### config.mk
export PLATFORM = sky130hd
export DESIGN_NAME = ccd_exec
export DESIGN_NICKNAME = d
export VERILOG_FILES = /design/src/common/ccd_pkg.sv /design/src/verilog/ccd_decode.sv /design/src/verilog/ccd_alu.sv /design/src/verilog/ccd_exec.sv
export SDC_FILE = /design/constraint.sdc
export NUM_CORES = 1
export LEC_CHECK = 0
export ABC_CLOCK_PERIOD_IN_PS = 1850
export BUFFER_PORTS_ARGS = -buffer_cell sky130_fd_sc_hd__buf_2
export CORE_AREA = 3 3 125 127
export DETAILED_ROUTE_END_ITERATION = 7
export DIE_AREA = 0 0 128 130
export GPL_ROUTABILITY_DRIVEN = 0
export MAX_ROUTING_LAYER = met4
export PLACE_DENSITY_LB_ADDON = 0.15
export SLEW_MARGIN = 40
export SYNTH_ARGS = -nofsm -noshare
export SYNTH_HDL_FRONTEND = slang
export SYNTH_SLANG_ARGS = --single-unit
### constraint.sdc
create_clock -name i_mclk -period 1.85 [get_ports i_mclk]
set_input_delay 0.185 -clock i_mclk [delete_from_list [all_inputs] [get_ports i_mclk]]
set_output_delay 0.185 -clock i_mclk [all_outputs]
set_load 0.02 [all_outputs]
### src/common/ccd_pkg.sv
// Shared constants, encodings and types for the call/clear/decrement execution block
package ccd_pkg;

  // Datapath widths
  localparam int CCD_INSTR_W = 14; // Instruction word width
  localparam int CCD_PC_W = 13; // Program counter width
  localparam int CCD_DATA_W = 8; // File register and working register width
  localparam int CCD_FADDR_W = 7; // File address width, 0 to 127
  localparam int CCD_TGT_W = 11; // Immediate call target width, 0 to 2047
  localparam int CCD_ADDR_W = 2; // Register port address width
  localparam int CCD_CNT_W = 8; // Retired instruction counter width

  // Instruction field positions
  localparam int CCD_DEST_BIT = 7; // Destination select: 0 working register, 1 file
  localparam int CCD_LATCH_HI = 4; // Upper pc_high_latch bit copied on a call
  localparam int CCD_LATCH_LO = 3; // Lower pc_high_latch bit copied on a call

  // Opcode masks and match values
  localparam logic [13:0] CCD_MASK_CALL = 14'h3800;
  localparam logic [13:0] CCD_CODE_CALL = 14'h2000;
  localparam logic [13:0] CCD_MASK_WDTC = 14'h3FFF;
  localparam logic [13:0] CCD_CODE_WDTC = 14'h0064;
  localparam logic [13:0] CCD_MASK_ZFILE = 14'h3F80;
  localparam logic [13:0] CCD_CODE_ZFILE = 14'h0180;
  localparam logic [13:0] CCD_MASK_ZWORK = 14'h3F80;
  localparam logic [13:0] CCD_CODE_ZWORK = 14'h0100;
  localparam logic [13:0] CCD_MASK_FOP = 14'h3F00;
  localparam logic [13:0] CCD_CODE_INV = 14'h0900;
  localparam logic [13:0] CCD_CODE_DEC = 14'h0300;
  localparam logic [13:0] CCD_CODE_DSZ = 14'h0B00;

  // Register port offsets
  localparam logic [1:0] CCD_REG_CTRL = 2'h0; // Control: bit 0 enables execution
  localparam logic [1:0] CCD_REG_WORK = 2'h1; // Working register
  localparam logic [1:0] CCD_REG_STAT = 2'h2; // Status flags
  localparam logic [1:0] CCD_REG_CNT = 2'h3; // Retired instruction count, read only

  // Field positions and reset values
  localparam int CCD_CTRL_EN_BIT = 0;
  localparam int CCD_STAT_Z_BIT = 2;
  localparam int CCD_STAT_PWRDN_BIT = 3;
  localparam int CCD_STAT_TMOUT_BIT = 4;
  localparam logic CCD_CTRL_EN_RST = 1'h0;
  localparam logic [7:0] CCD_WORK_RST = 8'h00;
  localparam logic CCD_FLAG_Z_RST = 1'h0;
  localparam logic CCD_FLAG_TMOUT_RST = 1'h1;
  localparam logic CCD_FLAG_PWRDN_RST = 1'h1;
  localparam logic [7:0] CCD_ZERO_BYTE = 8'h00; // Value written by the clear operations

  // Decoded operation
  typedef enum logic [2:0] {
    CCD_OP_NONE = 3'h0,
    CCD_OP_CALL = 3'h1,
    CCD_OP_WDTC = 3'h2,
    CCD_OP_ZFILE = 3'h3,
    CCD_OP_ZWORK = 3'h4,
    CCD_OP_INV = 3'h5,
    CCD_OP_DEC = 3'h6,
    CCD_OP_DSZ = 3'h7
  } ccd_op_type;

  // Execution sequencer states, one-hot
  typedef enum logic [1:0] {
    CCD_ST_EXEC = 2'b01,
    CCD_ST_FLUSH = 2'b10
  } ccd_state_type;

  // Masked opcode compare, used for every pattern
  function automatic logic ccd_match(input logic [13:0] instr, input logic [13:0] mask,
                                     input logic [13:0] code);
    ccd_match = ((instr & mask) == code);
  endfunction

endpackage

### src/verilog/ccd_decode.sv
// Instruction pattern decoder for the covered operations
module ccd_decode
  import ccd_pkg::*;
(
  input wire logic [CCD_INSTR_W-1:0] i_instr,
  output ccd_op_type o_op
);

  // Patterns do not overlap, so the order only matters for readability
  always_comb begin
    if (ccd_match(i_instr, CCD_MASK_CALL, CCD_CODE_CALL)) begin
      o_op = CCD_OP_CALL;
    end else if (ccd_match(i_instr, CCD_MASK_WDTC, CCD_CODE_WDTC)) begin
      o_op = CCD_OP_WDTC;
    end else if (ccd_match(i_instr, CCD_MASK_ZFILE, CCD_CODE_ZFILE)) begin
      o_op = CCD_OP_ZFILE;
    end else if (ccd_match(i_instr, CCD_MASK_ZWORK, CCD_CODE_ZWORK)) begin
      o_op = CCD_OP_ZWORK;
    end else if (ccd_match(i_instr, CCD_MASK_FOP, CCD_CODE_INV)) begin
      o_op = CCD_OP_INV;
    end else if (ccd_match(i_instr, CCD_MASK_FOP, CCD_CODE_DEC)) begin
      o_op = CCD_OP_DEC;
    end else if (ccd_match(i_instr, CCD_MASK_FOP, CCD_CODE_DSZ)) begin
      o_op = CCD_OP_DSZ;
    end else begin
      // Anything else belongs to other execution units
      o_op = CCD_OP_NONE;
    end
  end

endmodule

### src/verilog/ccd_alu.sv
// Result and zero computation for clear, complement and decrement
module ccd_alu
  import ccd_pkg::*;
#(
  parameter int DATA_W = CCD_DATA_W
)
(
  input ccd_op_type i_op,
  input wire logic [DATA_W-1:0] i_operand,
  output logic [DATA_W-1:0] o_result,
  output logic o_zero
);

  // Result by operation; unused operations give zero
  always_comb begin
    unique case (i_op)
      CCD_OP_INV: o_result = ~i_operand;
      CCD_OP_DEC, CCD_OP_DSZ: o_result = i_operand - DATA_W'(1);
      default: o_result = '0;
    endcase
  end

  // Zero detect on the result
  assign o_zero = (o_result == '0);

endmodule

### src/verilog/ccd_exec.sv
// Execution unit for call, watchdog clear, clear, complement and decrement operations
//
// Added by the designer: the address-and-strobe port and the address map.
module ccd_exec
  import ccd_pkg::*;
(
  input wire logic i_mclk,
  input wire logic i_sys_rst,
  input wire logic i_ce,
  input wire logic i_instr_valid,
  input wire logic [CCD_INSTR_W-1:0] i_instr,
  input wire logic [CCD_PC_W-1:0] i_pc,
  input wire logic [CCD_DATA_W-1:0] i_pc_high_latch,
  input wire logic [CCD_DATA_W-1:0] i_file_rdata,
  input wire logic [CCD_ADDR_W-1:0] i_reg_addr,
  input wire logic [CCD_DATA_W-1:0] i_reg_wdata,
  input wire logic i_reg_wr,
  input wire logic i_reg_rd,
  output logic o_instr_ready,
  output logic [CCD_FADDR_W-1:0] o_file_raddr,
  output logic o_file_we,
  output logic [CCD_FADDR_W-1:0] o_file_waddr,
  output logic [CCD_DATA_W-1:0] o_file_wdata,
  output logic o_pc_load,
  output logic [CCD_PC_W-1:0] o_pc_target,
  output logic o_stack_push,
  output logic [CCD_PC_W-1:0] o_stack_data,
  output logic o_wdt_clear,
  output logic o_prescaler_clear,
  output logic o_skip,
  output logic [CCD_DATA_W-1:0] o_work,
  output logic o_zero_flag,
  output logic o_timeout_flag,
  output logic o_powerdown_flag,
  output logic [CCD_DATA_W-1:0] o_reg_rdata
);

  // Sequencer state
  ccd_state_type state_reg; // Current sequencer state
  ccd_state_type state_next; // Next sequencer state

  // Decode and datapath
  ccd_op_type op; // Decoded operation of the offered word
  logic [CCD_DATA_W-1:0] alu_result; // Result for clear, complement and decrement
  logic alu_zero; // Result is zero
  logic take; // Instruction accepted at this edge
  logic dest_file; // Destination bit selects the file register
  logic writes_work; // Result lands in the working register
  logic writes_file; // Result lands in a file register
  logic sets_zero; // Operation updates the zero flag
  logic skip_now; // Decrement-skip produced zero

  // Software visible state
  logic ctrl_en_reg; // Execution enable from the control register
  logic [CCD_DATA_W-1:0] work_reg; // Working register
  logic zero_reg; // Zero flag
  logic timeout_reg; // Timeout flag, high means no timeout seen
  logic powerdown_reg; // Powerdown flag, high means not asleep
  logic [CCD_CNT_W-1:0] retired_reg; // Count of accepted instructions that decode to a covered operation
  logic sw_wr_work; // Software writes the working register
  logic sw_wr_stat; // Software writes the status register

  // Decoder and arithmetic
  ccd_decode u_decode (
    .i_instr(i_instr),
    .o_op(op)
  );

  ccd_alu #(
    .DATA_W(CCD_DATA_W)
  ) u_alu (
    .i_op(op),
    .i_operand(i_file_rdata),
    .o_result(alu_result),
    .o_zero(alu_zero)
  );

  // Handshake: only accept in the execute state while software has enabled the unit
  assign o_instr_ready = (state_reg == CCD_ST_EXEC) && ctrl_en_reg;
  assign take = i_ce && i_instr_valid && o_instr_ready;

  // File address comes straight from the word so the register file can answer in the same cycle
  assign o_file_raddr = i_instr[CCD_FADDR_W-1:0];

  // Software strokes, gated by the clock enable like everything else
  assign sw_wr_work = i_ce && i_reg_wr && (i_reg_addr == CCD_REG_WORK);
  assign sw_wr_stat = i_ce && i_reg_wr && (i_reg_addr == CCD_REG_STAT);

  // Destination routing by operation and destination bit
  always_comb begin
    dest_file = i_instr[CCD_DEST_BIT];
    writes_work = 1'b0;
    writes_file = 1'b0;
    sets_zero = 1'b0;
    unique case (op)
      CCD_OP_ZFILE: begin
        writes_file = 1'b1;
        sets_zero = 1'b1;
      end
      CCD_OP_ZWORK: begin
        writes_work = 1'b1;
        sets_zero = 1'b1;
      end
      CCD_OP_INV, CCD_OP_DEC: begin
        writes_work = !dest_file;
        writes_file = dest_file;
        sets_zero = 1'b1;
      end
      CCD_OP_DSZ: begin
        // Same routing as a plain decrement, but the flags stay put
        writes_work = !dest_file;
        writes_file = dest_file;
        sets_zero = 1'b0;
      end
      default: begin
        // Call, watchdog clear and foreign words touch no data destination
        sets_zero = 1'b0;
      end
    endcase
  end

  assign skip_now = (op == CCD_OP_DSZ) && alu_zero;

  // Next state: a call or a zero decrement-skip spends one extra cycle
  always_comb begin
    state_next = state_reg;
    unique case (state_reg)
      CCD_ST_EXEC: begin
        if (take && ((op == CCD_OP_CALL) || skip_now)) begin
          state_next = CCD_ST_FLUSH;
        end
      end
      CCD_ST_FLUSH: begin
        // The fetched word behind us is dropped; a no-operation fills this slot
        state_next = CCD_ST_EXEC;
      end
      default: begin
        // Illegal one-hot code recovers to execute
        state_next = CCD_ST_EXEC;
      end
    endcase
  end

  // Sequencer state register
  always_ff @(posedge i_mclk) begin
    if (i_sys_rst) begin
      state_reg <= CCD_ST_EXEC;
    end else if (i_ce) begin
      state_reg <= state_next;
    end
  end

  // Control register: enable bit
  always_ff @(posedge i_mclk) begin
    if (i_sys_rst) begin
      ctrl_en_reg <= CCD_CTRL_EN_RST;
    end else if (i_ce && i_reg_wr && (i_reg_addr == CCD_REG_CTRL)) begin
      ctrl_en_reg <= i_reg_wdata[CCD_CTRL_EN_BIT];
    end
  end

  // Working register: an executing instruction wins over a software write
  always_ff @(posedge i_mclk) begin
    if (i_sys_rst) begin
      work_reg <= CCD_WORK_RST;
    end else if (take && writes_work) begin
      work_reg <= alu_result;
    end else if (sw_wr_work) begin
      work_reg <= i_reg_wdata;
    end
  end

  // Zero flag: updated by clear, complement and plain decrement, and by a software status write
  always_ff @(posedge i_mclk) begin
    if (i_sys_rst) begin
      zero_reg <= CCD_FLAG_Z_RST;
    end else if (take && sets_zero) begin
      zero_reg <= alu_zero;
    end else if (sw_wr_stat) begin
      zero_reg <= i_reg_wdata[CCD_STAT_Z_BIT];
    end
  end

  // Timeout and powerdown flags: the watchdog clear sets them and beats a software clear
  always_ff @(posedge i_mclk) begin
    if (i_sys_rst) begin
      timeout_reg <= CCD_FLAG_TMOUT_RST;
      powerdown_reg <= CCD_FLAG_PWRDN_RST;
    end else if (take && (op == CCD_OP_WDTC)) begin
      timeout_reg <= 1'b1;
      powerdown_reg <= 1'b1;
    end else if (sw_wr_stat) begin
      timeout_reg <= i_reg_wdata[CCD_STAT_TMOUT_BIT];
      powerdown_reg <= i_reg_wdata[CCD_STAT_PWRDN_BIT];
    end
  end

  // Program counter and stack strobes for a call
  always_ff @(posedge i_mclk) begin
    if (i_sys_rst) begin
      o_pc_load <= 1'b0;
      o_stack_push <= 1'b0;
      o_pc_target <= '0;
      o_stack_data <= '0;
    end else if (i_ce) begin
      o_pc_load <= take && (op == CCD_OP_CALL);
      o_stack_push <= take && (op == CCD_OP_CALL);
      if (take && (op == CCD_OP_CALL)) begin
        // Return address is the word after the call
        o_stack_data <= CCD_PC_W'(i_pc + CCD_PC_W'(1));
        o_pc_target <= {i_pc_high_latch[CCD_LATCH_HI:CCD_LATCH_LO], i_instr[CCD_TGT_W-1:0]};
      end
    end
  end

  // Watchdog strobes; the counter itself lives outside and clears on these
  always_ff @(posedge i_mclk) begin
    if (i_sys_rst) begin
      o_wdt_clear <= 1'b0;
      o_prescaler_clear <= 1'b0;
    end else if (i_ce) begin
      o_wdt_clear <= take && (op == CCD_OP_WDTC);
      o_prescaler_clear <= take && (op == CCD_OP_WDTC);
    end
  end

  // File register write port
  always_ff @(posedge i_mclk) begin
    if (i_sys_rst) begin
      o_file_we <= 1'b0;
      o_file_waddr <= '0;
      o_file_wdata <= '0;
    end else if (i_ce) begin
      o_file_we <= take && writes_file;
      if (take && writes_file) begin
        o_file_waddr <= i_instr[CCD_FADDR_W-1:0];
        o_file_wdata <= alu_result;
      end
    end
  end

  // Skip strobe tells fetch to discard the word already in flight
  always_ff @(posedge i_mclk) begin
    if (i_sys_rst) begin
      o_skip <= 1'b0;
    end else if (i_ce) begin
      o_skip <= take && skip_now;
    end
  end

  // Retired count; wraps, meant only as a liveness hint for software
  always_ff @(posedge i_mclk) begin
    if (i_sys_rst) begin
      retired_reg <= '0;
    end else if (take && (op != CCD_OP_NONE)) begin
      retired_reg <= retired_reg + CCD_CNT_W'(1);
    end
  end

  // Read data stand for exactly one cycle after the read strobe
  always_ff @(posedge i_mclk) begin
    if (i_sys_rst) begin
      o_reg_rdata <= '0;
    end else if (i_ce) begin
      o_reg_rdata <= '0;
      if (i_reg_rd) begin
        unique case (i_reg_addr)
          CCD_REG_CTRL: o_reg_rdata <= CCD_DATA_W'(ctrl_en_reg);
          CCD_REG_WORK: o_reg_rdata <= work_reg;
          CCD_REG_STAT: begin
            o_reg_rdata <= CCD_DATA_W'({timeout_reg, powerdown_reg, zero_reg}) << CCD_STAT_Z_BIT;
          end
          CCD_REG_CNT: o_reg_rdata <= retired_reg;
        endcase
      end
    end
  end

  // Flag and register outputs
  assign o_work = work_reg;
  assign o_zero_flag = zero_reg;
  assign o_timeout_flag = timeout_reg;
  assign o_powerdown_flag = powerdown_reg;
endmodule

==> impl_metrics.tcl <==
set metrics [dict create \
    synth_top_area_share_pct 41.4 \
    cts_tree "yes" \
    yosys_warnings 0 \
    internal_power_mw 2.83 \
    die_x_um 128 \
    min_from "i_pc[0]" \
    h-tree-depth 3 \
    wire_per_inst_um 15.6 \
    rows 44 \
    pwr-share-seq_pct 43.9 \
    cp.arrival_ns 1.90 \
    finalWorstSetupSlack_ns 0.159 \
    criticalPathCategory "reg -> reg" \
    mappedNetlistArea_um2 3620 \
    avgSynthCellArea_um2 8.04 \
    cts_resized 0 \
    p_leak_nw 2.22 \
    critPathLaunch "ctrl_en_reg$_SDFFE_PP0P_" \
    first_pass_iters 4 \
    vias_per_cell 4.71 \
    setup_viol 0 \
    ir_drop_v 0.000573 \
    syn_nets 513 \
    async_flop_share_pct 0 \
    synthCells 451 \
    crit_fanout 15 \
    comb_power_share_pct 9.6 \
    fill_cells 1600 \
    grt_pass1_wl_um 19300 \
    min_path_type "in -> reg" \
    synth_seq_area_share_pct 41.4 \
    place.port_buffers 126 \
    synth_flop_cell "dfxtp_1" \
    die_area_um2 16600 \
    switchingPower_mw 0.885 \
    root_buffer "clkbuf_16" \
    hold_buffers 0 \
    chipHeight_um 130 \
    synth_edf_count 0 \
    startpoint_type "flip-flop" \
    clock_skew_ns 0.00296 \
    grt_max_degree 46 \
    layout-drive-gt1-share_pct 34.6 \
    cts_sinks 75 \
    antenna_found_initial 0 \
    required_ns 2.06 \
    cap_viol_max_count 0 \
    antennaDiodeCount 0 \
    p_clk_share_pct 46.5 \
    ys_ff_latch 75 \
    core-area_um2 14500 \
    clk_pin_slew_ns 0.06 \
    drt_iter0_drc 201 \
    layout.nets 659 \
    grt_pass1_vias 3628 \
    clk_latency_ns 0.34 \
    reg_top3 "o_pc_target: 13 flops, o_stack_data: 13 flops" \
    cp-end-kind "flip-flop" \
    max_freq_mhz 591 \
    status "completed" \
    place_hpwl_um 9320 \
    hold_slack_ns 0.0555 \
    cts_made_buffers 9 \
    powerDensity_nw_per_um2 749 \
    grt_setup_unrepaired "false" \
    post-cts-setup-buffers 0 \
    reg2reg_from "ctrl_en_reg$_SDFFE_PP0P_" \
    grt_usage_pct 15.3 \
    fin_crit_ns 1.69 \
    pre_cts_ws_ns -0.226 \
    grt_remaining_overflow 0 \
    post-route-drc-count 0 \
    period_share_pct 91.4 \
    drt-total-wl_um 12300 \
    hold_viol_final 0 \
    synth_largest_area_cell "dfxtp_1" \
    synthToLayoutAreaGrowth_pct 36.8 \
    worstMarginPinSlew_ns 0.548 \
    yosys.cell_types.count 53 \
    swShare_pct 23.8 \
    slew_headroom_pct 63.4 \
    boundaryPins 133 \
    cts_buffer_depth 2 \
    initial_utilization_pct 24.9 \
    ant_nets 0 \
    ys_top_cells_by_area "dfxtp_1, nand2_1, a21oi_1, nor2_1, mux2i_1" \
    finalMaxSlewViolations 0 \
    via_count 3703 \
]
[Yosys cell counts, types with 2 or more instances]
master,instances
a21oi_1,50
buf_2,2
nor2_1,46
o21bai_1,2
nor2b_1,2
a211oi_1,12
a22o_1,3
and3_1,10
nor3_1,10
clkbuf_1,24
a31o_2,2
xor2_1,10
or2_2,4
nand2_1,79
nand4_1,4
o21ai_0,8
nor3b_1,2
xnor2_1,10
mux2i_1,12
inv_1,5
or3_1,2
o31ai_1,3
a21boi_0,2
nand2b_1,4
dfxtp_1,75
a22oi_1,4
nor4b_1,2
and3b_1,2
nand3_1,19
buf_4,9
ha_1,3
mux2_2,8
[path summary, 6_finish.rpt]
| check | to | slack [ns] | depth (start not counted) |
|---|---|---|---|
| max | o_work[2]$_SDFFE_PP0P_ | 0.16 | 8 |
| min | o_stack_data[0]$_SDFFE_PP0P_ | 0.06 | 2 |
| max reg2reg | o_work[2]$_SDFFE_PP0P_ | 0.16 | 8 |
| min reg2reg | o_pc_target[12]$_SDFFE_PP0P_ | 0.46 | 2 |
[placed cells by master (no fill, tap or decap), drive strengths merged, types with 3 or more instances in the layout]
| master | instances |
|---|---|
| buf | 171 |
| nand2 | 79 |
| dfxtp | 75 |
| a21oi | 51 |
| nor2 | 47 |
| nand3 | 19 |
| clkbuf | 15 |
| a211oi | 12 |
| mux2i | 12 |
| nor3 | 11 |
| and3 | 10 |
| xnor2 | 10 |
| xor2 | 10 |
| o21ai | 9 |
| mux2 | 8 |
| inv | 5 |
| nand2b | 4 |
| or2 | 4 |
| nand4 | 4 |
| a22oi | 4 |
| o31ai | 3 |
| a22o | 3 |
| ha | 3 |
[final cells by class]
type | instances | area [um^2] | area share (%)
multi-input combinational | 335 | 1950 | 39.2
timing repair buffer | 171 | 968 | 19.5
clock inverter | 1 | 5.00 | 0.101
inverter | 5 | 18.8 | 0.379
tap | 184 | 230 | 4.64
clock buffer | 15 | 288 | 5.81
sequential | 75 | 1500 | 30.3
[power by group through the flow]
stage / logic, mW / clock network, mW / registers [mW]
after floorplan: 0.173 / 0 / 1.67
after global placement: 0.355 / 0 / 1.67
after detailed placement: 0.357 / 0 / 1.67
after CTS: 0.359 / 1.80 / 1.63
after global routing: 0.392 / 1.85 / 1.63
final: 0.357 / 1.73 / 1.63
[through the flow]
step | setup TNS (ns) | power, mW | cells | util [%] | area (um^2)
floorplan | 0 | 1.84 | 451 | - | 3630
global placement | -1.38 | 2.02 | 770 | 32.1 | 4660
detailed placement | -1.54 | 2.02 | 770 | 32.1 | 4660
CTS | 0 | 3.79 | 786 | 34.1 | 4950
global route | 0 | 3.88 | 786 | 34.1 | 4960
finish | 0 | 3.71 | 786 | 34.1 | 4960
[worst max-delay path, cell delays in order (launching register included)]
cell and delay (ns):
dfxtp_1 0.37, and3b_2 0.22, nand3_1 0.15, buf_4 0.19, nor3_2 0.14, buf_4 0.23
nor2_1 0.07, a31oi_1 0.14, nor2_1 0.06
[metal layers]
metal / global-route usage, % / up-vias / share of wire [%]
met5: - / - / 0
met4: 3.81 / 0 / 1.1
met3: 5.08 / 12 / 6.6
met2: 24.6 / 125 / 47
met1: 18.7 / 1724 / 45
li1: - / 1842 / -
[cell families after synthesis]
group,share of synthesized area (%)
adder cells (fa/ha/maj),1.04
flip-flops,41.4
AO/OA/AOI/OAI,16.6
multiplexers,5.80
AND/OR/NAND/NOR,25.1
buffers and inverters,5.25
XOR/XNOR,4.83
(Power assumes the default switching activity.)
